$ cat config.mk
export PLATFORM = sky130hd
export DESIGN_NAME = bwa_alu
export DESIGN_NICKNAME = d
export VERILOG_FILES = /design/src/hdl/bwa_pkg.sv /design/src/hdl/bwa_add_if.sv /design/src/hdl/bwa_byte_adder.sv /design/src/hdl/bwa_alu.sv
export VERILOG_INCLUDE_DIRS = /design/src /design/src/hdl
export SDC_FILE = /design/constraint.sdc
export NUM_CORES = 1
export LEC_CHECK = 0
export ABC_CLOCK_PERIOD_IN_PS = 3900
export BUFFER_PORTS_ARGS = -buffer_cell sky130_fd_sc_hd__clkbuf_2
export CAP_MARGIN = 20
export CELL_PAD_IN_SITES_DETAIL_PLACEMENT = 0
export CELL_PAD_IN_SITES_GLOBAL_PLACEMENT = 2
export CORE_MARGIN = 3
export CORE_UTILIZATION = 30
export DETAILED_ROUTE_END_ITERATION = 8
export PLACE_DENSITY = 0.85
export SLEW_MARGIN = 10
export SYNTH_ARGS = -nofsm -noshare
export SYNTH_HDL_FRONTEND = slang
export SYNTH_HIERARCHICAL = 1
export SYNTH_SLANG_ARGS = --single-unit
$ cat constraint.sdc
create_clock -name ref_clk -period 3.9 [get_ports ref_clk]
set_clock_uncertainty 0.2 [all_clocks]
set_input_delay 0.39 -clock ref_clk [delete_from_list [all_inputs] [get_ports ref_clk]]
set_output_delay 0.39 -clock ref_clk [all_outputs]
set_load 0.03 [all_outputs]
$ cat src/hdl/bwa_params.svh
`ifndef BWA_PARAMS_SVH
`define BWA_PARAMS_SVH

`define BWA_ADDR_W       8
`define BWA_OFF_CTRL     8'h00
`define BWA_OFF_DEST     8'h04
`define BWA_OFF_SRC      8'h08
`define BWA_OFF_IMM      8'h0C
`define BWA_OFF_PAIR_HI  8'h10
`define BWA_OFF_FLAGS    8'h14
`define BWA_OFF_STATUS   8'h18

`define BWA_FLAG_C       0
`define BWA_FLAG_Z       1
`define BWA_FLAG_N       2
`define BWA_FLAG_V       3
`define BWA_FLAG_S       4
`define BWA_FLAG_H       5

`define BWA_STAT_BUSY    0
`define BWA_STAT_CYC_LSB 4
`define BWA_STAT_CYC_MSB 7

`define BWA_OP_LAST      4'hB
`define BWA_BYTE_ZERO    8'h00
`define BWA_WORD_ZERO    32'h00000000
`define BWA_CYC_STEP     4'h1
`define BWA_CYC_NONE     4'h0
`define BWA_RESP_OKAY    2'h0
`define BWA_RESP_SLVERR  2'h2

`endif

$ cat src/hdl/bwa_pkg.sv
`default_nettype none
`include "bwa_params.svh"

package bwa_pkg;

	typedef enum logic [3:0] {
		add_op,
		add_with_carry_op,
		subtract_op,
		subtract_with_borrow_op,
		subtract_immediate_op,
		subtract_immediate_with_borrow_op,
		word_add_immediate_op,
		word_subtract_immediate_op,
		and_op,
		and_immediate_op,
		or_op,
		or_immediate_op
	} bwa_op_t;

	typedef enum logic {
		ST_IDLE,
		ST_WORD_HIGH
	} bwa_state_t;

	typedef struct packed {
		logic                   awHeld;
		logic [`BWA_ADDR_W-1:0] awAddr;
		logic                   wHeld;
		logic [31:0]            wData;
		logic [3:0]             wStrb;
		logic                   bvalid;
		logic [1:0]             bresp;
		logic                   rvalid;
		logic [1:0]             rresp;
		logic [31:0]            rdata;
		logic [7:0]             dest;
		logic [7:0]             src;
		logic [7:0]             imm;
		logic [7:0]             pairHi;
		logic [7:0]             flags;
		bwa_op_t                op;
		logic                   pending;
		bwa_state_t             state;
		logic                   lowCarry;
		logic                   lowZero;
		logic [3:0]             cycles;
	} bwa_regs_t;

endpackage

`default_nettype wire

$ cat src/hdl/bwa_add_if.sv
`timescale 1ns/1ps
`default_nettype none

interface bwa_add_if;
	logic [7:0] a;
	logic [7:0] b;
	logic       sub;
	logic       carryIn;
	logic [7:0] result;
	logic       carryOut;
	logic       halfOut;
	logic       ovfOut;

	modport user (
		output a,
		output b,
		output sub,
		output carryIn,
		input  result,
		input  carryOut,
		input  halfOut,
		input  ovfOut
	);

	modport core (
		input  a,
		input  b,
		input  sub,
		input  carryIn,
		output result,
		output carryOut,
		output halfOut,
		output ovfOut
	);
endinterface

`default_nettype wire

$ cat src/hdl/bwa_byte_adder.sv
`timescale 1ns/1ps
`default_nettype none

module bwa_byte_adder (
	bwa_add_if.core addBus
);
	// Subtraction runs as a + ~b + ~borrow, so one adder serves both directions.
	logic [7:0] bEff;
	logic       cinEff;
	logic [8:0] sum9;
	logic [4:0] sum5;

	assign bEff   = addBus.sub ? ~addBus.b : addBus.b;
	assign cinEff = addBus.sub ? ~addBus.carryIn : addBus.carryIn;
	assign sum9   = {1'b0, addBus.a} + {1'b0, bEff} + {8'h00, cinEff};
	assign sum5   = {1'b0, addBus.a[3:0]} + {1'b0, bEff[3:0]} + {4'h0, cinEff};

	assign addBus.result   = sum9[7:0];
	// A carry out of a subtraction means no borrow, hence the inversion.
	assign addBus.carryOut = sum9[8] ^ addBus.sub;
	assign addBus.halfOut  = sum5[4] ^ addBus.sub;
	assign addBus.ovfOut   = (addBus.a[7] == bEff[7]) && (sum9[7] != addBus.a[7]);
endmodule

`default_nettype wire

$ cat src/hdl/bwa_alu.sv
// Notes on behaviour
// - Byte add, optional carry, flags ZCNVH, 1 cycle.
// - Register subtract, optional borrow, flags ZCNVH, 1 cycle.
// - Subtract immediate from register, flags ZCNVH, 1 cycle.
// - Subtract immediate and carry, flags ZCNVH, 1 cycle.
// - Word pair plus immediate, flags ZCNVS, 2 cycles.
// - Word pair minus immediate, flags ZCNVS, 2 cycles.
// - AND with register or immediate, flags ZNV, 1 cycle.
// - OR with register or immediate, flags ZNV, 1 cycle.
`timescale 1ns/1ps
`default_nettype none
`include "bwa_params.svh"

module bwa_alu (
	input  wire logic                   ref_clk,
	input  wire logic                   rst,
	input  wire logic                   clkEn,
	input  wire logic                   awvalid,
	output logic                        awready,
	input  wire logic [`BWA_ADDR_W-1:0] awaddr,
	input  wire logic                   wvalid,
	output logic                        wready,
	input  wire logic [31:0]            wdata,
	input  wire logic [3:0]             wstrb,
	output logic                        bvalid,
	input  wire logic                   bready,
	output logic [1:0]                  bresp,
	input  wire logic                   arvalid,
	output logic                        arready,
	input  wire logic [`BWA_ADDR_W-1:0] araddr,
	output logic                        rvalid,
	input  wire logic                   rready,
	output logic [31:0]                 rdata,
	output logic [1:0]                  rresp,
	output logic                        busy,
	output bwa_pkg::bwa_op_t            lastOp,
	output logic [7:0]                  flagsOut
);
	import bwa_pkg::*;

	bwa_regs_t q;
	bwa_regs_t d;

	bwa_add_if addBus ();

	bwa_byte_adder adder (
		.addBus (addBus)
	);

	logic                   awFire;
	logic                   wFire;
	logic                   doWrite;
	logic [`BWA_ADDR_W-1:0] wrAddr;
	logic [31:0]            wrData;
	logic [3:0]             wrStrb;
	logic                   arFire;
	logic                   useImm;
	logic                   useCarry;
	logic                   isSub;
	logic [7:0]             opB;
	logic [7:0]             res;
	logic                   resZero;
	logic [7:0]             logicRes;

	assign busy     = q.pending || (q.state != ST_IDLE);
	assign lastOp   = q.op;
	assign flagsOut = q.flags;
	assign bvalid   = q.bvalid;
	assign bresp    = q.bresp;
	assign rvalid   = q.rvalid;
	assign rdata    = q.rdata;
	assign rresp    = q.rresp;

	// Address and data are taken independently, so the master may offer them in either order.
	assign awready = clkEn && !q.awHeld && !q.bvalid;
	assign wready  = clkEn && !q.wHeld && !q.bvalid;
	assign awFire  = awvalid && awready;
	assign wFire   = wvalid && wready;
	assign doWrite = (q.awHeld || awFire) && (q.wHeld || wFire);
	assign wrAddr  = q.awHeld ? q.awAddr : awaddr;
	assign wrData  = q.wHeld ? q.wData : wdata;
	assign wrStrb  = q.wHeld ? q.wStrb : wstrb;
	assign arready = clkEn && !q.rvalid;
	assign arFire  = arvalid && arready;

	always_comb begin
		useImm = 1'b0;
		useCarry = 1'b0;
		isSub = 1'b0;
		case (q.op)
			add_with_carry_op: begin
				useCarry = 1'b1;
			end
			subtract_op: begin
				isSub = 1'b1;
			end
			subtract_with_borrow_op: begin
				isSub = 1'b1;
				useCarry = 1'b1;
			end
			subtract_immediate_op: begin
				isSub = 1'b1;
				useImm = 1'b1;
			end
			subtract_immediate_with_borrow_op: begin
				isSub = 1'b1;
				useImm = 1'b1;
				useCarry = 1'b1;
			end
			word_add_immediate_op: begin
				useImm = 1'b1;
			end
			word_subtract_immediate_op: begin
				isSub = 1'b1;
				useImm = 1'b1;
			end
			and_immediate_op,
			or_immediate_op: begin
				useImm = 1'b1;
			end
			default: begin
				useImm = 1'b0;
			end
		endcase
	end

	assign opB = useImm ? q.imm : q.src;

	// The second word step reuses the byte adder on the high byte with the kept carry.
	always_comb begin
		if (q.state == ST_WORD_HIGH) begin
			addBus.a = q.pairHi;
			addBus.b = `BWA_BYTE_ZERO;
			addBus.carryIn = q.lowCarry;
		end else begin
			addBus.a = q.dest;
			addBus.b = opB;
			addBus.carryIn = useCarry && q.flags[`BWA_FLAG_C];
		end
		addBus.sub = isSub;
	end

	assign res      = addBus.result;
	assign resZero  = (res == `BWA_BYTE_ZERO);
	assign logicRes = (q.op == and_op || q.op == and_immediate_op) ? (q.dest & opB) : (q.dest | opB);

	function automatic logic [31:0] readMux(input bwa_regs_t r, input logic [`BWA_ADDR_W-1:0] addr);
		logic [31:0] v;
		v = `BWA_WORD_ZERO;
		case (addr)
			`BWA_OFF_CTRL: begin
				v[3:0] = r.op;
			end
			`BWA_OFF_DEST: begin
				v[7:0] = r.dest;
			end
			`BWA_OFF_SRC: begin
				v[7:0] = r.src;
			end
			`BWA_OFF_IMM: begin
				v[7:0] = r.imm;
			end
			`BWA_OFF_PAIR_HI: begin
				v[7:0] = r.pairHi;
			end
			`BWA_OFF_FLAGS: begin
				v[7:0] = r.flags;
			end
			`BWA_OFF_STATUS: begin
				v[`BWA_STAT_BUSY] = r.pending || (r.state != ST_IDLE);
				v[`BWA_STAT_CYC_MSB:`BWA_STAT_CYC_LSB] = r.cycles;
			end
			default: begin
				v = `BWA_WORD_ZERO;
			end
		endcase
		return v;
	endfunction

	function automatic logic addrKnown(input logic [`BWA_ADDR_W-1:0] addr);
		return addr == `BWA_OFF_CTRL || addr == `BWA_OFF_DEST || addr == `BWA_OFF_SRC
			|| addr == `BWA_OFF_IMM || addr == `BWA_OFF_PAIR_HI || addr == `BWA_OFF_FLAGS
			|| addr == `BWA_OFF_STATUS;
	endfunction

	always_comb begin
		d = q;

		if (q.bvalid && bready) begin
			d.bvalid = 1'b0;
		end
		if (doWrite) begin
			d.awHeld = 1'b0;
			d.wHeld = 1'b0;
			d.bvalid = 1'b1;
			d.bresp = addrKnown(wrAddr) ? `BWA_RESP_OKAY : `BWA_RESP_SLVERR;
			// Operands stay frozen while an operation runs; such writes are answered but dropped.
			if (wrStrb[0] && !busy) begin
				case (wrAddr)
					`BWA_OFF_CTRL: begin
						if (wrData[3:0] <= `BWA_OP_LAST) begin
							d.op = bwa_op_t'(wrData[3:0]);
							d.pending = 1'b1;
							d.cycles = `BWA_CYC_NONE;
						end
					end
					`BWA_OFF_DEST: begin
						d.dest = wrData[7:0];
					end
					`BWA_OFF_SRC: begin
						d.src = wrData[7:0];
					end
					`BWA_OFF_IMM: begin
						d.imm = wrData[7:0];
					end
					`BWA_OFF_PAIR_HI: begin
						d.pairHi = wrData[7:0];
					end
					`BWA_OFF_FLAGS: begin
						d.flags = wrData[7:0];
					end
					default: begin
						d.flags = q.flags;
					end
				endcase
			end
		end else begin
			if (awFire) begin
				d.awHeld = 1'b1;
				d.awAddr = awaddr;
			end
			if (wFire) begin
				d.wHeld = 1'b1;
				d.wData = wdata;
				d.wStrb = wstrb;
			end
		end

		if (q.rvalid && rready) begin
			d.rvalid = 1'b0;
		end
		if (arFire) begin
			d.rvalid = 1'b1;
			d.rdata = readMux(q, araddr);
			d.rresp = addrKnown(araddr) ? `BWA_RESP_OKAY : `BWA_RESP_SLVERR;
		end

		case (q.state)
			ST_IDLE: begin
				if (q.pending) begin
					d.pending = 1'b0;
					d.cycles = q.cycles + `BWA_CYC_STEP;
					case (q.op)
						add_op,
						add_with_carry_op,
						subtract_op,
						subtract_with_borrow_op,
						subtract_immediate_op,
						subtract_immediate_with_borrow_op: begin
							d.dest = res;
							d.flags[`BWA_FLAG_C] = addBus.carryOut;
							d.flags[`BWA_FLAG_Z] = resZero;
							d.flags[`BWA_FLAG_N] = res[7];
							d.flags[`BWA_FLAG_V] = addBus.ovfOut;
							d.flags[`BWA_FLAG_H] = addBus.halfOut;
						end
						word_add_immediate_op,
						word_subtract_immediate_op: begin
							d.dest = res;
							d.lowCarry = addBus.carryOut;
							d.lowZero = resZero;
							d.state = ST_WORD_HIGH;
						end
						default: begin
							d.dest = logicRes;
							d.flags[`BWA_FLAG_Z] = (logicRes == `BWA_BYTE_ZERO);
							d.flags[`BWA_FLAG_N] = logicRes[7];
							d.flags[`BWA_FLAG_V] = 1'b0;
						end
					endcase
				end
			end
			ST_WORD_HIGH: begin
				d.pairHi = res;
				d.cycles = q.cycles + `BWA_CYC_STEP;
				d.flags[`BWA_FLAG_C] = addBus.carryOut;
				d.flags[`BWA_FLAG_Z] = q.lowZero && resZero;
				d.flags[`BWA_FLAG_N] = res[7];
				d.flags[`BWA_FLAG_V] = addBus.ovfOut;
				d.flags[`BWA_FLAG_S] = res[7] ^ addBus.ovfOut;
				d.state = ST_IDLE;
			end
			default: begin
				d.state = ST_IDLE;
			end
		endcase
	end

	always_ff @(posedge ref_clk) begin
		if (rst) begin
			q <= '0;
		end else if (clkEn) begin
			q <= d;
		end
	end
endmodule

`default_nettype wire

==> impl_metrics.ini <==
[grt]
grt.met1_usage = 0.251
grt_pass1_wl_mm = 29.0
grt_antenna_before_repair = 0
grt_overflow_total = 0
first_global_vias = 4934
grt_max_degree = 48
grt_usage = 0.173
use_met3 = 0.0256
met2_usage = 0.250
busiest_layer = met1

[placement]
port_buffers = 60
globalplace.congestion = 0.868
dp_hpwl_mm = 13.9
dpl.cell_count = 999

[detailed_routing]
antenna_left = 0
drc_errors = 0
drt-initial-drc-count = 399
drt_wl_total_mm = 18.5
via_per_inst = 5.15
vias = 5254
wl_per_cell_um = 18.1
firstDrtPassIters = 5

[timing]
slew_violations = 0
post-route-period-util = 0.966
hold_viol_final = 0
fin_crit_ps = 3770
fmax_ghz = 0.266
tightest_slew_ps = 999
relSlewSlack = 0.317
finalSetupViolCount = 0
rsz0062_at_grt = true

[floorplan]
coreArea_mm2 = 0.0189
die_h_um = 145
fp.dieW_um = 145
initial_core_util = 0.308
rows = 50
dieArea_mm2 = 0.0211
io_pins = 114

[cells_and_area]
finalNonFillerCells = 1020
area_growth_pct = 15.6
seq_area_mm2 = 0.00167
multiInputGateArea_mm2 = 0.00369
final_common_cell = nor2_1
fill_cells = 2027
final_util = 0.356
n_antenna_cell = 0
mostFrequentLayoutCells = nor2_1, dfxtp_1, clkbuf_2, mux2i_1, nand2_1
drive_above_1_share = 0.234
fin_nets = 825

[power]
p_leak_nw = 2.91
ir_drop_mv = 0.143
powerDensity_mw_per_mm2 = 322
power_switching_share = 0.286
p_sw_uw = 619
p_clk_frac = 0.430
combPwrFrac = 0.153
power.internal_mw = 1.55
seq_power_share = 0.417

[hold_path]
hold_class = in2reg
worstHoldEndpoint = q[127]
min_path_cells = 3
min_from = awaddr[0]

[worst_setup_path]
r2r_end = flagsOut[1]
crit_path_start_kind = register
reg2regPathDepth = 19
cp-end-kind = register
crit_fanout = 5
worst-setup-path-type = reg2reg
slowest_delay_ps = 540
cp_num_buf_inv = 1
crit_path_frequent_cell = nor2_1
arrival_ps = 3850
worst-endpoint-required_ps = 3980
r2r_slack_ps = 130
path_delay_family = simple AND/OR/NAND/NOR gates
crit_slowest_cell = or4_1
r2r_start = lastOp[2]
crit_chain = nor2b_4, a21oi_4, mux2i_2, nor2_1, xnor2_1, fa_2, inv_2, fa_2, a21o_1, nand3_2, a21boi_2, nor2_1, xnor2_1, or4_1, nor2_2, a32oi_1, nor2_1, a21oi_1, o21ai_1

[synthesis]
synth_edf_count = 0
synth_warnings = 6
async_flop_share = 0
synth_area_per_cell_um2 = 8.19
ys_seq_area_frac = 0.286
synth_area_mm2 = 0.00581
synth_flop_cell = dfxtp_1
ys_seq_elements = 83
yosysUniqueCellTypes = 68
syn_inst = 710

[clocking]
h-tree-depth = 3
numCtsBuffers = 9
cts.sinks = 83
clock_tree.root_cell = clkbuf_16
path_clk_slew_ps = 60
cts_tree = built
holdBufCountCts = 0
insertion_delay_ps = 350
clockBufferDepth = 2

[run_status]
outcome = finished clean

[run]
drv_cap = 0
-- cell type report --
class                           instances  area share
Clock inverter                          3     0.00652
Inverter                               23      0.0129
Sequential cell                        83       0.248
Clock buffer                           13      0.0417
Multi-Input combinational cell        538       0.549
Tap cell                              260      0.0484
Timing Repair Buffer                  100      0.0931
-- through the flow --
stage	instance area [um^2]	power (mW)	setup TNS, ps	setup WS, ps	hold WS (ps)
finish	6720	2.17	0	134	89.8
detailed placement	6300	1.25	0	63.1	258
CTS	6620	2.18	0	29.1	83.9
global route	6720	2.25	-54.4	-54.4	108
floorplan	5910	1.18	0	25.0	232
global placement	6300	1.25	0	70.7	253
-- logic make-up after synthesis --
family                     count (synthesis)  synth area share
other                                      1          0.000645
and+or+nand+nor                          225             0.180
muxes                                     87             0.158
adders and majority gates                 11            0.0258
AOI/OAI and AO/OA                        169             0.212
xor gates and xnor gates                  20            0.0301
buffers and inverters                    114             0.106
DFF                                       83             0.286
-- state kept, by name (all words and copies together) (netlist names) --
| name | flops |
|---|---|
| q | 59 |
| bvalid | 1 |
| rdata | 8 |
| lastOp | 4 |
| flagsOut | 8 |
| bresp | 1 |
| rresp | 1 |
| rvalid | 1 |
-- per-layer routing --
layer / up-vias / share of wire
met3: 33 / 0.052
met2: 173 / 0.42
li1: 2586 / -
met1: 2462 / 0.49
met5: - / 0
met4: 0 / 0.033
-- power groups by stage --
| stage | clock, mW | combinational [mW] | sequential [mW] |
|---|---|---|---|
| 5_1_grt | 0.982 | 0.359 | 0.906 |
| 3_3_place_gp | 0 | 0.328 | 0.922 |
| 4_1_cts | 0.947 | 0.329 | 0.903 |
| 2_1_floorplan | 0 | 0.272 | 0.905 |
| 6_report | 0.931 | 0.331 | 0.904 |
| 3_5_place_dp | 0 | 0.328 | 0.922 |
-- worst max path at each step --
stage,startpoint,endpoint,cells past startpoint
2_1_floorplan,lastOp[3],flagsOut[1],18
3_3_place_gp,lastOp[3],flagsOut[1],19
3_5_place_dp,lastOp[3],flagsOut[1],19
4_1_cts,lastOp[3],flagsOut[1],17
5_1_grt,lastOp[2],flagsOut[1],19
6_report,lastOp[2],flagsOut[1],19
-- worst min-delay path, cell delays in order --
cell and delay [ps]:
clkbuf_2 90, mux2i_1 60, nor2_1 70
-- synth_stat cells, types with 7 or more instances --
library cell,instances,area (um^2)
a211oi_1,24,180
a21oi_1,33,165
a221oi_1,13,114
a22oi_1,9,67.6
a311oi_1,8,70.1
buf_1,7,26.3
buf_4,49,368
clkbuf_1,30,113
dfxtp_1,83,1660
ha_1,8,100
inv_1,23,86.3
mux2_2,29,327
mux2i_1,56,561
nand2_1,44,165
nand2b_1,7,43.8
nand3_1,15,75.1
nor2_1,110,413
nor3_1,12,60.1
o21ai_0,30,150
xnor2_1,8,70.1
xor2_1,12,105
-- what timing repair did --
item / in CTS / in global routing
setup buffers: 0 / 5
setup endpoints to repair: 0 / 3
resized for setup: 0 / 18
Note: power is estimated with default switching activity, not from simulation.
